$ cat config.mk
export PLATFORM = sky130hd
export DESIGN_NAME = scwh_stepper_ctl
export DESIGN_NICKNAME = d
export VERILOG_FILES = /design/src/rtl/scwh_pkg.sv /design/src/rtl/scwh_cmd_queue.sv /design/src/rtl/scwh_pulse_gen.sv /design/src/rtl/scwh_stepper_ctl.sv
export VERILOG_INCLUDE_DIRS = /design/src /design/src/rtl
export SDC_FILE = /design/constraint.sdc
export NUM_CORES = 1
export LEC_CHECK = 0
export ABC_AREA = 1
export BUFFER_PORTS_ARGS = -buffer_cell sky130_fd_sc_hd__buf_2
export CORE_ASPECT_RATIO = 1.1
export CORE_MARGIN = 1
export CORE_UTILIZATION = 54
export DETAILED_ROUTE_END_ITERATION = 10
export GPL_ROUTABILITY_DRIVEN = 0
export PLACE_DENSITY = 0.79
export SLEW_MARGIN = 40
export SYNTH_ARGS = -nofsm -noshare
export SYNTH_HDL_FRONTEND = slang
export SYNTH_HIERARCHICAL = 1
export SYNTH_SLANG_ARGS = --single-unit
$ cat constraint.sdc
create_clock -name sys_clk_i -period 7.6 [get_ports sys_clk_i]
set_clock_uncertainty 0.2 [all_clocks]
set_input_delay 2.28 -clock sys_clk_i [delete_from_list [all_inputs] [get_ports sys_clk_i]]
set_output_delay 2.28 -clock sys_clk_i [all_outputs]
set_load 0.01 [all_outputs]
$ cat src/rtl/scwh_consts.svh
`ifndef SCWH_CONSTS_SVH
`define SCWH_CONSTS_SVH

// ==========================================
// control word codes
`define SCWH_CW_ENABLE 16'h0001
`define SCWH_CW_PAUSE 16'h0002
`define SCWH_CW_CONT 16'h0003
`define SCWH_CW_ESTOP 16'h0004
`define SCWH_CW_CSTOP 16'h0005
`define SCWH_CW_STEPDIR 16'h0006
`define SCWH_CW_DUAL 16'h0007

// ==========================================
// queued command word layout
`define SCWH_CMD_W 27
`define SCWH_STEPS_LSB 0
`define SCWH_STEPS_MSB 15
`define SCWH_SPEED_LSB 16
`define SCWH_SPEED_MSB 23
`define SCWH_DIR_BIT 24
`define SCWH_KIND_LSB 25
`define SCWH_KIND_MSB 26
`define SCWH_Q_DEPTH 4

// ==========================================
// timing
`define SCWH_CLK_NS 40
`define SCWH_PROC_MS 3
`define SCWH_PROC_CYC ((`SCWH_PROC_MS * 1000000) / `SCWH_CLK_NS)
`define SCWH_RAMP_US 100
`define SCWH_RAMP_CYC ((`SCWH_RAMP_US * 1000) / `SCWH_CLK_NS)

// ==========================================
// reset values
`define SCWH_RST_EN 1'b0
`define SCWH_RST_DUAL 1'b0

`endif

$ cat src/rtl/scwh_pkg.sv
package scwh_pkg;
  // ==========================================
  // sequencer states, one-hot
  typedef enum logic [2:0] {
    ST_IDLE = 3'h1,
    ST_RUN = 3'h2,
    ST_DECEL = 3'h4
  } scwh_state_e;

  // ==========================================
  // move kinds
  typedef enum logic [1:0] {
    K_POS = 2'h0,
    K_DIST = 2'h1,
    K_VEL = 2'h2
  } scwh_kind_e;
endpackage

$ cat src/rtl/scwh_cmd_queue.sv
`timescale 1ns/1ps
`include "scwh_consts.svh"

module scwh_cmd_queue (
  // clock and reset
  input wire logic sys_clk_i,
  input wire logic resetn_i,
  // fill side
  input wire logic push_i,
  input wire logic [`SCWH_CMD_W-1:0] push_data_i,
  // drain side
  input wire logic pop_i,
  input wire logic flush_i,
  output logic [`SCWH_CMD_W-1:0] head_o,
  output logic empty_o,
  output logic full_o
);
  logic [`SCWH_CMD_W-1:0] mem [0:`SCWH_Q_DEPTH-1];
  logic [1:0] rd_ptr, wr_ptr, next_rd_ptr, next_wr_ptr;
  logic [2:0] count, next_count;
  logic do_push, do_pop;

  // ==========================================
  // pointers; flush wins over push and pop so nothing survives a stop
  always_comb begin
    empty_o = (count == 3'h0);
    full_o = (count == 3'(`SCWH_Q_DEPTH));
    do_push = push_i && !full_o && !flush_i;
    do_pop = pop_i && !empty_o && !flush_i;
    next_wr_ptr = wr_ptr + 2'(do_push);
    next_rd_ptr = rd_ptr + 2'(do_pop);
    next_count = count + 3'(do_push) - 3'(do_pop);
    if (flush_i) begin
      next_wr_ptr = 2'h0;
      next_rd_ptr = 2'h0;
      next_count = 3'h0;
    end
    head_o = mem[rd_ptr];
  end

  always_ff @(posedge sys_clk_i) begin
    if (!resetn_i) begin
      rd_ptr <= 2'h0;
      wr_ptr <= 2'h0;
      count <= 3'h0;
    end else begin
      rd_ptr <= next_rd_ptr;
      wr_ptr <= next_wr_ptr;
      count <= next_count;
    end
  end

  // storage has no reset; entries are only read when counted valid
  always_ff @(posedge sys_clk_i) begin
    if (do_push) begin
      mem[wr_ptr] <= push_data_i;
    end
  end
endmodule

$ cat src/rtl/scwh_pulse_gen.sv
`timescale 1ns/1ps

module scwh_pulse_gen (
  // clock and reset
  input wire logic sys_clk_i,
  input wire logic resetn_i,
  // rate control
  input wire logic ramp_tick_i,
  input wire logic [7:0] target_i,
  input wire logic [7:0] acc_i,
  input wire logic halt_i,
  // pulse side
  output logic step_o,
  output logic [7:0] speed_o
);
  logic [15:0] phase, next_phase;
  logic [7:0] next_speed, amt;
  logic next_step;

  // ==========================================
  // ramp toward target, phase accumulator carry gives one step
  always_comb begin
    amt = (acc_i == 8'h00) ? 8'hFF : acc_i; // zero rate means jump
    next_speed = speed_o;
    if (ramp_tick_i && (speed_o < target_i)) begin
      next_speed = ((target_i - speed_o) > amt) ? speed_o + amt : target_i;
    end else if (ramp_tick_i && (speed_o > target_i)) begin
      next_speed = ((speed_o - target_i) > amt) ? speed_o - amt : target_i;
    end
    {next_step, next_phase} = {1'b0, phase} + {9'h000, speed_o};
    if (halt_i) begin
      next_speed = 8'h00;
      next_phase = 16'h0000;
      next_step = 1'b0;
    end
  end

  always_ff @(posedge sys_clk_i) begin
    if (!resetn_i) begin
      phase <= 16'h0000;
      speed_o <= 8'h00;
      step_o <= 1'b0;
    end else begin
      phase <= next_phase;
      speed_o <= next_speed;
      step_o <= next_step;
    end
  end
endmodule

$ cat src/rtl/scwh_stepper_ctl.sv
// Functional notes
// - commands enter the queue only after the enable-profile word
// - pause word stops further queued commands until continue
// - an active distance or position move finishes despite pause
// - continue clears pause, resumes, advances to next queued command
// - continue during a running command aborts it for the next one
// - velocity move persists through continue and empty queue until replaced or stopped
// - emergency stop halts pulses at once and empties the queue
// - controlled stop ramps to zero at present rate and empties queue
// - step/direction mode is default: pulses on step, level on direction
// - dual pulse mode: forward pulses on step, reverse pulses on direction
// - each control word is processed within 3 ms
// - with busy clear, status other than queue_empty_o and cmd_ready_o shows the last written word's effect
// - profile enable drops on estop, finished stop, illegal word; stops and flushes
`timescale 1ns/1ps
`include "scwh_consts.svh"

module scwh_stepper_ctl #(
  parameter int MAX_PROC_CYC = `SCWH_PROC_CYC
) (
  // clock and reset
  input wire logic sys_clk_i,
  input wire logic resetn_i,
  // control word from the controller
  input wire logic ctl_wr_i,
  input wire logic [15:0] ctl_code_i,
  // profile command push
  input wire logic cmd_push_i,
  input wire logic [1:0] cmd_kind_i,
  input wire logic cmd_dir_i,
  input wire logic [7:0] cmd_speed_i,
  input wire logic [15:0] cmd_steps_i,
  input wire logic [7:0] acc_rate_i,
  // drive outputs
  output logic step_o,
  output logic dir_o,
  // status
  output logic profile_en_o,
  output logic paused_o,
  output logic ctl_busy_o,
  output logic illegal_o,
  output logic dual_mode_o,
  output logic moving_o,
  output logic queue_empty_o,
  output logic cmd_ready_o
);
  scwh_pkg::scwh_state_e state, next_state;
  scwh_pkg::scwh_kind_e cur_kind, next_kind;
  logic [15:0] left, next_left;
  logic [7:0] cur_speed, next_cur_speed;
  logic cur_dir, next_dir;
  logic en, next_en, paused, next_paused, dual, next_dual, illegal, next_illegal;
  logic pend_valid;
  logic [15:0] pend_code;
  logic q_push, q_pop, q_flush, q_empty, q_full;
  logic [`SCWH_CMD_W-1:0] q_head, push_word;
  logic [15:0] head_steps;
  logic halt, load, done, ctl_take;
  logic [7:0] target, gen_speed;
  logic step_evt, ramp_tick;
  logic [11:0] ramp_cnt, next_ramp_cnt;
  logic next_ramp_tick;
  logic next_step_o, next_dir_o;
  logic [31:0] busy_age;

  // ==========================================
  // submodules
  always_comb begin
    push_word = {cmd_kind_i, cmd_dir_i, cmd_speed_i, cmd_steps_i};
    q_push = cmd_push_i && en;
    head_steps = q_head[`SCWH_STEPS_MSB:`SCWH_STEPS_LSB];
  end

  scwh_cmd_queue u_queue (
    .sys_clk_i(sys_clk_i),
    .resetn_i(resetn_i),
    .push_i(q_push),
    .push_data_i(push_word),
    .pop_i(q_pop),
    .flush_i(q_flush),
    .head_o(q_head),
    .empty_o(q_empty),
    .full_o(q_full)
  );

  scwh_pulse_gen u_pulse (
    .sys_clk_i(sys_clk_i),
    .resetn_i(resetn_i),
    .ramp_tick_i(ramp_tick),
    .target_i(target),
    .acc_i(acc_rate_i),
    .halt_i(halt),
    .step_o(step_evt),
    .speed_o(gen_speed)
  );

  // ==========================================
  // ramp divider, one-cycle enable
  always_comb begin
    next_ramp_tick = (ramp_cnt == 12'(`SCWH_RAMP_CYC - 1));
    next_ramp_cnt = next_ramp_tick ? 12'h000 : ramp_cnt + 12'h001;
  end

  always_ff @(posedge sys_clk_i) begin
    if (!resetn_i) begin
      ramp_cnt <= 12'h000;
      ramp_tick <= 1'b0;
    end else begin
      ramp_cnt <= next_ramp_cnt;
      ramp_tick <= next_ramp_tick;
    end
  end

  // ==========================================
  // control word capture; one cycle of work, far inside the 3 ms budget
  always_ff @(posedge sys_clk_i) begin
    if (!resetn_i) begin
      pend_valid <= 1'b0;
      pend_code <= 16'h0000;
    end else begin
      pend_valid <= ctl_wr_i;
      pend_code <= ctl_code_i;
    end
  end

  // ==========================================
  // sequencer: control words first, then queue execution
  always_comb begin
    next_state = state;
    next_kind = cur_kind;
    next_left = left;
    next_cur_speed = cur_speed;
    next_dir = cur_dir;
    next_en = en;
    next_paused = paused;
    next_dual = dual;
    next_illegal = illegal;
    q_pop = 1'b0;
    halt = 1'b0;
    load = 1'b0;
    ctl_take = 1'b0;
    done = (cur_kind != scwh_pkg::K_VEL) &&
      ((left == 16'h0000) || (step_evt && (left == 16'h0001)));
    if (pend_valid) begin
      next_illegal = 1'b0;
      case (pend_code)
        `SCWH_CW_ENABLE: next_en = 1'b1;
        `SCWH_CW_PAUSE: next_paused = 1'b1;
        `SCWH_CW_CONT: begin
          next_paused = 1'b0;
          if ((state == scwh_pkg::ST_RUN) && !q_empty && en) begin
            load = 1'b1;
            ctl_take = 1'b1;
          end
        end
        `SCWH_CW_ESTOP: begin
          next_en = 1'b0;
          ctl_take = 1'b1;
        end
        `SCWH_CW_CSTOP: begin
          if (state != scwh_pkg::ST_IDLE) begin
            next_state = scwh_pkg::ST_DECEL;
          end else begin
            next_en = 1'b0;
          end
          ctl_take = 1'b1;
        end
        `SCWH_CW_STEPDIR: next_dual = 1'b0;
        `SCWH_CW_DUAL: next_dual = 1'b1;
        default: begin
          next_illegal = 1'b1;
          next_en = 1'b0;
          ctl_take = 1'b1;
        end
      endcase
    end
    if (!ctl_take) begin
      case (state)
        scwh_pkg::ST_IDLE: begin
          load = en && !paused && !q_empty;
        end
        scwh_pkg::ST_RUN: begin
          if (step_evt && (left != 16'h0000)) begin
            next_left = left - 16'h0001;
          end
          if (cur_kind == scwh_pkg::K_VEL) begin
            load = !paused && !q_empty;
          end else if (done) begin
            load = !paused && !q_empty;
            if (paused || q_empty) begin
              next_state = scwh_pkg::ST_IDLE;
            end
          end
        end
        scwh_pkg::ST_DECEL: begin
          if (gen_speed == 8'h00) begin
            next_state = scwh_pkg::ST_IDLE;
            next_en = 1'b0;
          end
        end
        default: next_state = scwh_pkg::ST_IDLE;
      endcase
    end
    if (load) begin
      q_pop = 1'b1;
      next_state = scwh_pkg::ST_RUN;
      next_kind = scwh_pkg::scwh_kind_e'(q_head[`SCWH_KIND_MSB:`SCWH_KIND_LSB]);
      next_dir = q_head[`SCWH_DIR_BIT];
      next_cur_speed = q_head[`SCWH_SPEED_MSB:`SCWH_SPEED_LSB];
      next_left = head_steps;
    end
    // losing the profile kills pulses at once and drops the queue
    // an emergency stop or illegal word mid-ramp must not leave the ramp running
    if (!next_en) begin
      halt = 1'b1;
      next_state = scwh_pkg::ST_IDLE;
    end
    if (next_state == scwh_pkg::ST_IDLE) begin
      halt = 1'b1;
    end
    q_flush = !next_en || (next_state == scwh_pkg::ST_DECEL);
    target = (state == scwh_pkg::ST_RUN) ? cur_speed : 8'h00;
  end

  always_ff @(posedge sys_clk_i) begin
    if (!resetn_i) begin
      state <= scwh_pkg::ST_IDLE;
      cur_kind <= scwh_pkg::K_POS;
      left <= 16'h0000;
      cur_speed <= 8'h00;
      cur_dir <= 1'b0;
      en <= `SCWH_RST_EN;
      paused <= 1'b0;
      dual <= `SCWH_RST_DUAL;
      illegal <= 1'b0;
    end else begin
      state <= next_state;
      cur_kind <= next_kind;
      left <= next_left;
      cur_speed <= next_cur_speed;
      cur_dir <= next_dir;
      en <= next_en;
      paused <= next_paused;
      dual <= next_dual;
      illegal <= next_illegal;
    end
  end

  // ==========================================
  // pin mapping and status; all registered so the drive sees clean edges
  always_comb begin
    next_step_o = dual ? (step_evt && !cur_dir) : step_evt;
    next_dir_o = dual ? (step_evt && cur_dir) : cur_dir;
  end

  always_ff @(posedge sys_clk_i) begin
    if (!resetn_i) begin
      step_o <= 1'b0;
      dir_o <= 1'b0;
      profile_en_o <= 1'b0;
      paused_o <= 1'b0;
      ctl_busy_o <= 1'b0;
      illegal_o <= 1'b0;
      dual_mode_o <= 1'b0;
      moving_o <= 1'b0;
      queue_empty_o <= 1'b1;
      cmd_ready_o <= 1'b0;
    end else begin
      step_o <= next_step_o;
      dir_o <= next_dir_o;
      profile_en_o <= next_en;
      paused_o <= next_paused;
      ctl_busy_o <= ctl_wr_i;
      illegal_o <= next_illegal;
      dual_mode_o <= next_dual;
      moving_o <= (next_state != scwh_pkg::ST_IDLE);
      queue_empty_o <= q_empty;
      cmd_ready_o <= next_en && !q_full; // one cycle stale; full pushes drop
    end
  end

  // ==========================================
  // checks
  always_ff @(posedge sys_clk_i) begin
    if (!resetn_i || !ctl_busy_o) begin
      busy_age <= 32'h0;
    end else begin
      busy_age <= busy_age + 32'h1;
    end
  end

  a_busy_bounded: assert property (@(posedge sys_clk_i) disable iff (!resetn_i)
    busy_age < 32'(MAX_PROC_CYC))
    else $error("control word not processed in time");

  a_push_needs_en: assert property (@(posedge sys_clk_i) disable iff (!resetn_i)
    (cmd_push_i && !en && q_empty) |=> q_empty)
    else $error("command queued while profile disabled");

  a_pause_holds: assert property (@(posedge sys_clk_i) disable iff (!resetn_i)
    (paused && !pend_valid && state == scwh_pkg::ST_IDLE) |=> state == scwh_pkg::ST_IDLE)
    else $error("queue advanced while paused");

  a_pause_finish: assert property (@(posedge sys_clk_i) disable iff (!resetn_i)
    (pend_valid && pend_code == `SCWH_CW_PAUSE && state == scwh_pkg::ST_RUN &&
     cur_kind != scwh_pkg::K_VEL && left > 16'h0001) |=> state == scwh_pkg::ST_RUN)
    else $error("pause cut an active move");

  a_cont_clears: assert property (@(posedge sys_clk_i) disable iff (!resetn_i)
    (pend_valid && pend_code == `SCWH_CW_CONT) |=> (!paused && !paused_o))
    else $error("continue left pause set");

  a_cont_aborts: assert property (@(posedge sys_clk_i) disable iff (!resetn_i)
    (pend_valid && pend_code == `SCWH_CW_CONT && state == scwh_pkg::ST_RUN && en && !q_empty)
    |=> (state == scwh_pkg::ST_RUN && left == $past(head_steps)))
    else $error("continue did not start next command");

  a_vel_persists: assert property (@(posedge sys_clk_i) disable iff (!resetn_i)
    (state == scwh_pkg::ST_RUN && cur_kind == scwh_pkg::K_VEL && q_empty && !pend_valid)
    |=> state == scwh_pkg::ST_RUN)
    else $error("velocity move dropped");

  a_estop_halts: assert property (@(posedge sys_clk_i) disable iff (!resetn_i)
    (pend_valid && pend_code == `SCWH_CW_ESTOP)
    |=> (gen_speed == 8'h00 && q_empty && !step_evt && !en))
    else $error("emergency stop did not halt");

  a_cstop_ramps: assert property (@(posedge sys_clk_i) disable iff (!resetn_i)
    (pend_valid && pend_code == `SCWH_CW_CSTOP && state == scwh_pkg::ST_RUN)
    |=> (state == scwh_pkg::ST_DECEL && q_empty && target == 8'h00))
    else $error("controlled stop did not ramp");

  a_stepdir_map: assert property (@(posedge sys_clk_i) disable iff (!resetn_i)
    (step_evt && !dual) |=> (step_o && dir_o == $past(cur_dir)))
    else $error("step/direction mapping wrong");

  a_dual_map: assert property (@(posedge sys_clk_i) disable iff (!resetn_i)
    (step_evt && dual) |=> (step_o != dir_o))
    else $error("dual pulse mapping wrong");

  a_illegal_drop: assert property (@(posedge sys_clk_i) disable iff (!resetn_i)
    (pend_valid && (pend_code == 16'h0000 || pend_code > `SCWH_CW_DUAL))
    |=> (illegal && !en && q_empty && state == scwh_pkg::ST_IDLE && dual == $past(dual)))
    else $error("illegal word not handled");
endmodule

==> metrics.csv, run 1 <==
stage,metric,value,unit
setup_path,critical path data required time,7.80,ns
setup_path,R2R cell count,21,
floorplanning,Top Ports,65,
floorplanning,die area,21410,um^2
logic_synthesis,Post-synth EDFFs,108,
min_path,worst min path class,reg2reg,
clock_network,root buf cell,clkbuf_16,
power_and_ir_drop,worst vdd ir,0.0001897,V
timing,final worst-path cycle share,0.5698,
logic_synthesis,Netlist cell types,50,
place,DP Area,11650,um^2
cells_and_area,sequential cell area,5266,um^2
timing,Slew HR,0.5953,
timing,Least-Margin Pin Slew,0.6049,ns
cells_and_area,layout cell share with drive strength beyond 1,0.1167,
logic_synthesis,syn nets,1473,
cells_and_area,Finished Core Util,0.6055,
routing,Vias,8943,
place,dpl hpwl,16.46,mm
floorplanning,height of the chip,153.4,um
setup_path,WS Path Type,in2reg,
clock_network,Skew-Pair Late Insertion Delay,0.50,ns
clock_network,Post-CTS Setup Bufs,0,
cells_and_area,Layout area overhead,10.38,%
logic_synthesis,most common cell in the synthesized netlist,nand2_1,
cells_and_area,Filler Cells Inserted,1761,
logic_synthesis,register bit total from synthesis,209,
cells_and_area,diode count,0,
grt,initial antenna violation count,0,
routing,Total Wirelength,24.00,mm
logic_synthesis,ys async rst share,0,
routing,DR WL/cell,14.29,um
clock_network,htree depth,1,
grt,first-pass GRT wire length,39.69,mm
logic_synthesis,number of standard cells after synthesis,1353,
setup_path,CP arrival,4.53,ns
cells_and_area,final net count,1527,
routing,Iter 0 DRT Violations,632,
timing,WHS,0.2485,ns
setup_path,Crit. End Element,register,
power_and_ir_drop,total power,2358,uW
logic_synthesis,"Cell Area, Synth",11250,um^2
logic_synthesis,Post-Syn Area per Cell,8.315,um^2
floorplanning,FP Rows,55,
grt,vias in the first global route,8496,
clock_network,clk sink count,209,
clock_network,Post-CTS Hold Buffers,0,
floorplanning,Core Area,20510,um^2
timing,Fin. Hold Viols,0,
routing,vias per cell,5.326,
logic_synthesis,YS warnings,6,
timing,FMAX,230.9,MHz
routing,length of the first detailed-routing pass in iterations,5,
timing,setup_tns,0,ns
grt,pin count of the biggest net entering global routing,58,
setup_path,startpoint types,input pin,
cells_and_area,area of the multi-input gates,4938,um^2
floorplanning,Starting Density,0.5486,
timing,Final Setup Violations,0,
clock_network,clock buffer depth,3,
status,status,completed,
grt,Total Routing Usage GR,0.2276,
routing,post-route ant nets,0,
logic_synthesis,ranking of synthesized cells by area,"edfxtp_1 29%, dfxtp_1 18%, nand2_1 8.1%",
power_and_ir_drop,Power Dens Cells,189.9,nW/um^2
power_and_ir_drop,static leakage,0.005613,uW
clock_network,CTS Buf Count,22,
logic_synthesis,Synth Flop Type,edfxtp_1,
clock_network,PostCTS Resize Cnt,0,
floorplanning,chip width,139.6,um
logic_synthesis,top post-synthesis cells by count,"244 x nand2_1, 203 x nor2_1, 188 x inv_1",
routing,residual DRC count,0,
timing,Final Max Tran Viols,0,
min_path,hold-critical path depth,1,
logic_synthesis,register area share after synthesis,0.4680,
logic_synthesis,"area leader, netlist",edfxtp_1,
grt,gr ovfl total,0,
clock_network,TritonCTS clock tree,built,
job,max-cap violation count,0,
place,PortBufs,64,
cells_and_area,design area,12420,um^2
timing,RSZ-0062 raised after global routing,false,
setup_path,Crit Path Max Fanout,11,
clock_network,"Reg clk slew, reported paths",0.06,ns
logic_synthesis,top cell type's share of synthesized area,0.2883,
timing,fin crit period,4.331,ns
area by class of cell:
cell class | instances | area share
clock buffer | 25 | 0.04696
clock inverter | 15 | 0.01260
inverter | 193 | 0.05905
multi-input combinational | 907 | 0.3977
sequential | 209 | 0.4241
tap | 256 | 0.02580
timing repair buffer | 74 | 0.03376
routing by layer:
layer	vias to the layer above	track usage	part of all wire
met5	-	0	0
met4	0	0.09524	0.032
met3	61	0.02851	0.049
met2	220	0.3912	0.48
met1	4125	0.2897	0.44
li1	4537	-	-
stage by stage:
step                std cells  worst slack, ns
CTS                      1678            3.301
floorplan                1353            2.577
global placement         1636            2.938
global route             1679            2.909
finish                   1679            3.269
detailed placement       1638            2.789
final timing paths:
kind                                        startpoint                              end  slack, ns
worst min register to register  ramp_cnt[0]$_SDFF_PP0_           ramp_cnt[0]$_SDFF_PP0_       0.25
worst max-delay path                     acc_rate_i[7]  u_pulse/speed_o[5]$_SDFFE_PP0P_       3.27
worst max register to register     state[2]$_SDFF_PN0_  u_pulse/speed_o[5]$_SDFFE_PP0P_       3.32
worst min-delay path            ramp_cnt[0]$_SDFF_PP0_           ramp_cnt[0]$_SDFF_PP0_       0.25
cells in the final DEF, fill, tap and decap left out, types with 9 or more instances in the layout:
cell type and instances:
nand4_1 19, nor2_2 11, o21ai_0 55, edfxtp_1 108
nand3_1 69, a21oi_1 60, o21ai_1 46, a21oi_2 9
inv_1 187, o22ai_1 27, clkbuf_16 23, dfxtp_1 100
nand2_1 244, nor2_1 203, xnor2_1 9, buf_2 64
xor2_1 22, nor3_1 11, ha_1 59
state kept, by name, indices dropped and copies added (netlist names), 2 cells and up:
| name | count |
|---|---|
| u_queue/mem | 108 |
| left | 16 |
| pend_code | 16 |
| u_pulse/phase | 16 |
| ramp_cnt | 12 |
| cur_speed | 8 |
| u_pulse/speed_o | 8 |
| state | 3 |
| u_queue/count | 3 |
| cur_kind | 2 |
| u_queue/rd_ptr | 2 |
| u_queue/wr_ptr | 2 |
power by group:
group / internal [uW] / total, uW / switching, uW
logic: 27.9 / 74.4 / 46.5
clock network: 654 / 1090 / 435
registers: 1190 / 1190 / 3.91
critical path, stage by stage:
cell	delay (ns)
buf_2	0.09
inv_1	0.09
nand2_1	0.06
nor2_1	0.10
nand2_1	0.13
inv_1	0.18
nor2_1	0.12
ha_1	0.29
nand2_1	0.07
nor2_1	0.15
nand2_1	0.07
nand2_1	0.05
nand2_1	0.21
inv_1	0.24
nand3_1	0.12
nand3_1	0.09
nand3_1	0.08
nand2_1	0.06
inv_1	0.03
logic make-up after synthesis:
kind of cell | share of synthesized area
DFF | 0.4680
xor gates and xnor gates | 0.02414
adders and majority gates | 0.07630
and+or+nand+nor | 0.2264
AOI/OAI and AO/OA | 0.1103
buffers and inverters | 0.09476
Note: power is estimated with default switching activity, not from simulation.
==> inputs of run 2 (changes only) <==
--- a/config.mk
+++ b/config.mk
@@ -13,7 +13,7 @@
 export CORE_UTILIZATION = 54
 export DETAILED_ROUTE_END_ITERATION = 10
 export GPL_ROUTABILITY_DRIVEN = 0
-export PLACE_DENSITY = 0.79
+export PLACE_DENSITY = 0.82
 export SLEW_MARGIN = 40
 export SYNTH_ARGS = -nofsm -noshare
 export SYNTH_HDL_FRONTEND = slang
==> constraint.sdc (replaced) <==
create_clock -name sys_clk_i -period 3.95 [get_ports sys_clk_i]
set_clock_uncertainty 0.2 [all_clocks]
set_input_delay 1.185 -clock sys_clk_i [delete_from_list [all_inputs] [get_ports sys_clk_i]]
set_output_delay 1.185 -clock sys_clk_i [all_outputs]
set_load 0.01 [all_outputs]
==> run 2 against run 1 <==
  * Non-clock buffer count is 10 higher
  * Setup slack worse by 3.0 ns
  * Sequential power is 93% higher
  * Power is 98% higher
  * Sequential share of layout area is 0.42 points lower
  * Wire length is 2.1% higher
  * Die area stayed put
  * Clock-buffer cell count is 6 higher
  * Combinational power is 91% higher
  * Clock power is 100% higher
  * Cell count is 0.60% higher
  * Register-to-register slack worse by 3.0 ns
  * Largest cell class unchanged
==> metrics.csv, run 2 (same netlist as run 1, synthesis figures left out) <==
stage,metric,value,unit
setup_path,CP top delay family,simple AND/OR/NAND/NOR gates,
setup_path,critical path data required time,4.15,ns
clock_network,htree depth,1,
setup_path,WS Path Type,reg2reg,
grt,GR Util met3,0.03039,
min_path,worst min path class,reg2reg,
setup_path,r2r startpoint,state[2]$_SDFF_PN0_,
routing,residual DRC count,0,
setup_path,R2R cell count,21,
grt,global route hottest layer,met2,
cells_and_area,layout cell share with drive strength beyond 1,0.1221,
cells_and_area,max reg flops,108,
cells_and_area,most frequent cells in the layout,"244 x nand2_1, 202 x nor2_1, 187 x inv_1",
timing,FMAX,273.4,MHz
timing,Slew HR,0.5719,
routing,length of the first detailed-routing pass in iterations,5,
floorplanning,Core Area,20510,um^2
routing,DR WL/cell,14.51,um
routing,Iter 0 DRT Violations,640,
grt,met2 Track Usage GR,0.4166,
grt,GR Util met1,0.2825,
setup_path,Crit. End Element,register,
cells_and_area,diode count,0,
clock_network,clk sink count,209,
cells_and_area,final net count,1537,
timing,Least-Margin Pin Slew,0.6421,ns
power_and_ir_drop,Power Dens Cells,372.5,nW/um^2
grt,first-pass GRT wire length,40.52,mm
min_path,sink of the worst hold path,ramp_cnt[0]$_SDFF_PP0_,
floorplanning,chip width,139.6,um
cells_and_area,design area,12540,um^2
setup_path,"critical path, cell by cell","inv_1, nand3_4, nor2_1, ha_1, inv_1, fa_1, nand2_2, nand2_4, a31oi_1, xor2_1, ha_1, nand2_1, nor2_1, nand4_1, inv_1, a21oi_2, nand2_1, nand3_1, o21ai_1, o21bai_1, inv_1",
clock_network,Skew-Pair Late Insertion Delay,0.50,ns
setup_path,Crit path top cell by count,inv_1,
cells_and_area,Top reg by flops,u_queue/mem,
setup_path,slowest cell on the critical path,fa_1,
setup_path,Crit Path Max Fanout,8,
timing,Final Max Tran Viols,0,
floorplanning,die area,21410,um^2
grt,gr ovfl total,0,
min_path,HP Start,ramp_cnt[0]$_SDFF_PP0_,
status,status,completed,
timing,Final Setup Violations,0,
setup_path,"setup slack, reg-to-reg",0.29,ns
clock_network,CTS Buf Count,22,
grt,Total Routing Usage GR,0.2327,
clock_network,"Reg clk slew, reported paths",0.06,ns
power_and_ir_drop,worst vdd ir,0.0004045,V
routing,Vias,9172,
clock_network,Post-CTS Setup Bufs,0,
cells_and_area,Layout area overhead,11.49,%
place,PortBufs,64,
setup_path,slowest cell delay on critical path,0.41,ns
min_path,hold-critical path depth,1,
setup_path,Reg2Reg Capture Point,u_pulse/speed_o[1]$_SDFFE_PP0P_,
place,DP Cell Count,1649,
setup_path,Worst Path Buf+Inv,4,
routing,post-route ant nets,0,
grt,initial antenna violation count,0,
timing,Fin. Hold Viols,0,
power_and_ir_drop,static leakage,0.005685,uW
timing,fin crit period,3.658,ns
clock_network,root buf cell,clkbuf_16,
job,max-cap violation count,0,
routing,Total Wirelength,24.50,mm
place,dpl hpwl,17.01,mm
cells_and_area,"commonest non-fill, non-tap cell in the layout",nand2_1,
clock_network,TritonCTS clock tree,built,
setup_path,CP arrival,3.85,ns
grt,pin count of the biggest net entering global routing,56,
timing,final worst-path cycle share,0.9260,
floorplanning,height of the chip,153.4,um
setup_path,Crit. Startpoint,state[2]$_SDFF_PN0_,
setup_path,startpoint types,register,
timing,RSZ-0062 raised after global routing,false,
floorplanning,Top Ports,65,
clock_network,clock buffer depth,3,
grt,vias in the first global route,8813,
floorplanning,FP Rows,55,
routing,vias per cell,5.430,
place,DP Area,11730,um^2
floorplanning,Starting Density,0.5486,
cells_and_area,fin cells,1689,
[run 2: cell count changes in the layout (fill, tap and decap cells not counted), sizes merged]
cell      before  now
clkbuf        25   31
clkinvlp       5    0
buf           74   84
bufinv         3    5
clkinv         7    5
inv          193  192
[run 2: power breakdown]
group	switching, uW	internal, uW	leakage (uW)	total [uW]
clock	801	1430	0.000383	2230
combinational	90.1	51.6	0.00351	142
sequential	7.25	2290	0.00179	2300
[run 2: area by class of cell]
type	count	area, um^2
clock inverter	9	166.4
sequential	209	5266
clock buffer	31	626.9
timing repair buffer	84	470.5
multi-input combinational	907	4959
tap	256	320.3
fill	1746	7965
inverter	193	733.2
[run 2: how the worst max path moves through the flow]
stage          slack (ns)  cells after the start                              end
3_3_place_gp         0.22                     20  u_pulse/speed_o[5]$_SDFFE_PP0P_
2_1_floorplan       -0.08                     12      u_queue/mem[0][0]$_DFFE_PP_
4_1_cts              0.13                     21  u_pulse/speed_o[1]$_SDFFE_PP0P_
5_1_grt             0.007                     24  u_pulse/speed_o[3]$_SDFFE_PP0P_
3_5_place_dp         0.12                     20  u_pulse/speed_o[5]$_SDFFE_PP0P_
6_report             0.29                     21  u_pulse/speed_o[1]$_SDFFE_PP0P_
[run 2: repair_timing]
| action | in CTS | in global routing |
|---|---|---|
| gates resized for setup | 0 | 7 |
| hold buffers | 0 | 0 |
| setup endpoints to repair | 0 | 8 |
| endpoints found under the hold margin | 0 | 0 |
[run 2: per-layer routing]
metal	vias up	wire length, um
met4	0	686
met1	4275	10180
met2	276	12300
li1	4566	-
met5	-	0
met3	55	1336
[run 2: through the flow]
step	total power [uW]	util	setup TNS [ns]	setup slack (ns)	hold slack, ns
floorplan	2424	-	-8.353	-0.07741	0.2176
global route	4819	0.6116	0	0.007479	0.2943
global placement	2481	0.5719	0	0.2179	0.2346
finish	4672	0.6116	0	0.2922	0.2507
CTS	4707	0.6106	0	0.1253	0.2521
detailed placement	2486	0.5719	0	0.1245	0.2373
==> inputs of run 3 (changes only) <==
--- a/config.mk
+++ b/config.mk
@@ -8,12 +8,14 @@
 export LEC_CHECK = 0
 export ABC_AREA = 1
 export BUFFER_PORTS_ARGS = -buffer_cell sky130_fd_sc_hd__buf_2
+export CAP_MARGIN = 15
 export CORE_ASPECT_RATIO = 1.1
 export CORE_MARGIN = 1
 export CORE_UTILIZATION = 54
 export DETAILED_ROUTE_END_ITERATION = 10
 export GPL_ROUTABILITY_DRIVEN = 0
 export PLACE_DENSITY = 0.82
+export SETUP_SLACK_MARGIN = 0.5
 export SLEW_MARGIN = 40
 export SYNTH_ARGS = -nofsm -noshare
 export SYNTH_HDL_FRONTEND = slang
==> run 3 against run 2 <==
  * Wire length up 2.2%
  * Non-clock buffer count increased by 8
  * Sequential cell count stayed put
  * Cell count increased by 0.47%
  * Highest routed layer unchanged
==> metrics.csv, run 3 (same netlist as run 1, synthesis figures left out) <==
stage,metric,value,unit
setup_path,WS Path Type,reg2reg,
place,PortBufs,64,
routing,residual DRC count,0,
clock_network,clk sink count,209,
power_and_ir_drop,worst vdd ir,0.0004013,V
job,max-cap violation count,0,
cells_and_area,diode count,0,
setup_path,Crit path top cell by count,buf_4,
grt,initial antenna violation count,0,
cells_and_area,Layout area overhead,13.65,%
cells_and_area,Filler Cells Inserted,1690,
routing,Iter 0 DRT Violations,755,
routing,Total Wirelength,25.04,mm
cells_and_area,design area,12780,um^2
clock_network,root buf cell,clkbuf_16,
setup_path,CP arrival,3.71,ns
timing,fin crit period,3.512,ns
clock_network,clock buffer depth,3,
clock_network,"Reg clk slew, reported paths",0.06,ns
cells_and_area,final net count,1545,
min_path,HP Start,ramp_cnt[0]$_SDFF_PP0_,
routing,post-route ant nets,0,
setup_path,"critical path, cell by cell","inv_2, nand3_4, buf_4, buf_4, nor2_2, inv_1, ha_1, xnor2_1, ha_1, nand2_1, nor2_1, nor2_2, buf_4, a21oi_4, nand2_1, nand3_1, o21ai_1, o21bai_1, inv_1",
setup_path,Crit. End Element,register,
timing,Final Max Tran Viols,0,
power_and_ir_drop,static leakage,0.005728,uW
timing,RSZ-0062 raised after global routing,true,
setup_path,startpoint types,register,
floorplanning,FP Rows,55,
timing,setup_tns,0,ns
floorplanning,Core Area,20510,um^2
grt,gr ovfl total,0,
timing,FMAX,284.7,MHz
clock_network,Post-CTS Hold Buffers,0,
routing,length of the first detailed-routing pass in iterations,6,
setup_path,Crit Path Max Fanout,8,
power_and_ir_drop,clock power share,0.478,
timing,Fin. Hold Viols,0,
timing,Slew HR,0.5788,
power_and_ir_drop,Power Dens Cells,365.5,nW/um^2
timing,Final Setup Violations,0,
cells_and_area,area of the multi-input gates,5131,um^2
power_and_ir_drop,Comb pwr share,0.031,
cells_and_area,layout cell share with drive strength beyond 1,0.1506,
cells_and_area,sequential cell area,5270,um^2
floorplanning,die area,21410,um^2
routing,DR WL/cell,14.76,um
setup_path,critical path data required time,4.14,ns
power_and_ir_drop,Reg power frac,0.492,
clock_network,TritonCTS clock tree,built,
cells_and_area,"commonest non-fill, non-tap cell in the layout",nand2_1,
floorplanning,chip width,139.6,um
floorplanning,Starting Density,0.5486,
clock_network,CTS Buf Count,22,
setup_path,slowest cell on the critical path,ha_1,
setup_path,Crit. Startpoint,state[0]$_SDFF_PN1_,
power_and_ir_drop,P_sw,898.6,uW
cells_and_area,most frequent cells in the layout,"240 x nand2_1, 193 x nor2_1, 181 x inv_1",
grt,vias in the first global route,8827,
cells_and_area,Top reg by flops,u_queue/mem,
setup_path,Worst Path Buf+Inv,6,
place,DP Area,11730,um^2
setup_path,slowest cell delay on critical path,0.39,ns
floorplanning,Top Ports,65,
clock_network,Skew-Pair Late Insertion Delay,0.50,ns
min_path,worst min path class,reg2reg,
cells_and_area,max reg flops,108,
setup_path,r2r startpoint,state[0]$_SDFF_PN1_,
place,dpl hpwl,17.01,mm
timing,final worst-path cycle share,0.8892,
grt,Total Routing Usage GR,0.2345,
status,status,completed,
routing,vias per cell,5.448,
grt,first-pass GRT wire length,40.82,mm
floorplanning,height of the chip,153.4,um
power_and_ir_drop,total power,4673,uW
clock_network,htree depth,1,
power_and_ir_drop,switching share of power,0.1923,
routing,Vias,9246,
timing,Least-Margin Pin Slew,0.6318,ns
power_and_ir_drop,Int Pwr,3774,uW
grt,pin count of the biggest net entering global routing,56,
setup_path,CP top delay family,simple AND/OR/NAND/NOR gates,
run 3: cell types whose count changed in the layout (fill, tap and decap cells not counted), sizes merged:
cell  change
buf       +8
run 3: worst reg2reg max path: cells and delay by family (launching register included):
kind / cells / cell delay, ns
AOI/OAI and AO/OA: 3 / 0.46
xor gates and xnor gates: 1 / 0.17
adders and majority gates: 2 / 0.69
buffers and inverters: 6 / 0.70
DFF: 1 / 0.34
and+or+nand+nor: 7 / 0.86
run 3: worst paths after layout:
path | slack (ns) | cells after the start | endpoint
setup / recovery | 0.44 | 19 | u_pulse/speed_o[1]$_SDFFE_PP0P_
hold / removal | 0.25 | 1 | ramp_cnt[0]$_SDFF_PP0_
setup reg to reg | 0.44 | 19 | u_pulse/speed_o[1]$_SDFFE_PP0P_
hold reg to reg | 0.25 | 1 | ramp_cnt[0]$_SDFF_PP0_
run 3: what timing repair did:
action                     CTS  global route
resized for setup           29            28
setup endpoints to repair    8             8
pin swaps                    4            19
cloned                       0             1
setup buffers                0             7
run 3: per-layer routing:
metal	vias to the layer above	share of wire	global-route usage
met5	-	0	0
met4	0	0.025	0.08687
met3	55	0.067	0.03133
met2	329	0.50	0.4233
met1	4283	0.40	0.2845
li1	4579	-	-
run 3: power groups by stage:
stage / sequential, uW / combinational [uW] / clock (uW)
2_1_floorplan: 2350 / 78.9 / 0
3_3_place_gp: 2350 / 136 / 0
3_5_place_dp: 2350 / 140 / 0
4_1_cts: 2300 / 142 / 2270
5_1_grt: 2300 / 160 / 2360
6_report: 2300 / 143 / 2230
run 3: final cells by class:
type | count | area share
flip-flops and latches | 209 | 0.4122
multi-input cells | 907 | 0.4013
clock inverters | 9 | 0.01302
inverters | 193 | 0.05755
repair buffers | 92 | 0.04179
clock buffers | 31 | 0.04903
well taps | 256 | 0.02505
run 3: per-stage QoR:
step	hold slack [ns]	worst slack [ns]	util	instances
global placement	0.2346	0.2179	0.5719	1649
finish	0.2508	0.4377	0.6234	1697
global route	0.2943	0.2753	0.6234	1697
floorplan	0.2176	-0.07741	-	1353
CTS	0.2521	0.5063	0.6154	1689
detailed placement	0.2373	0.1245	0.5719	1649
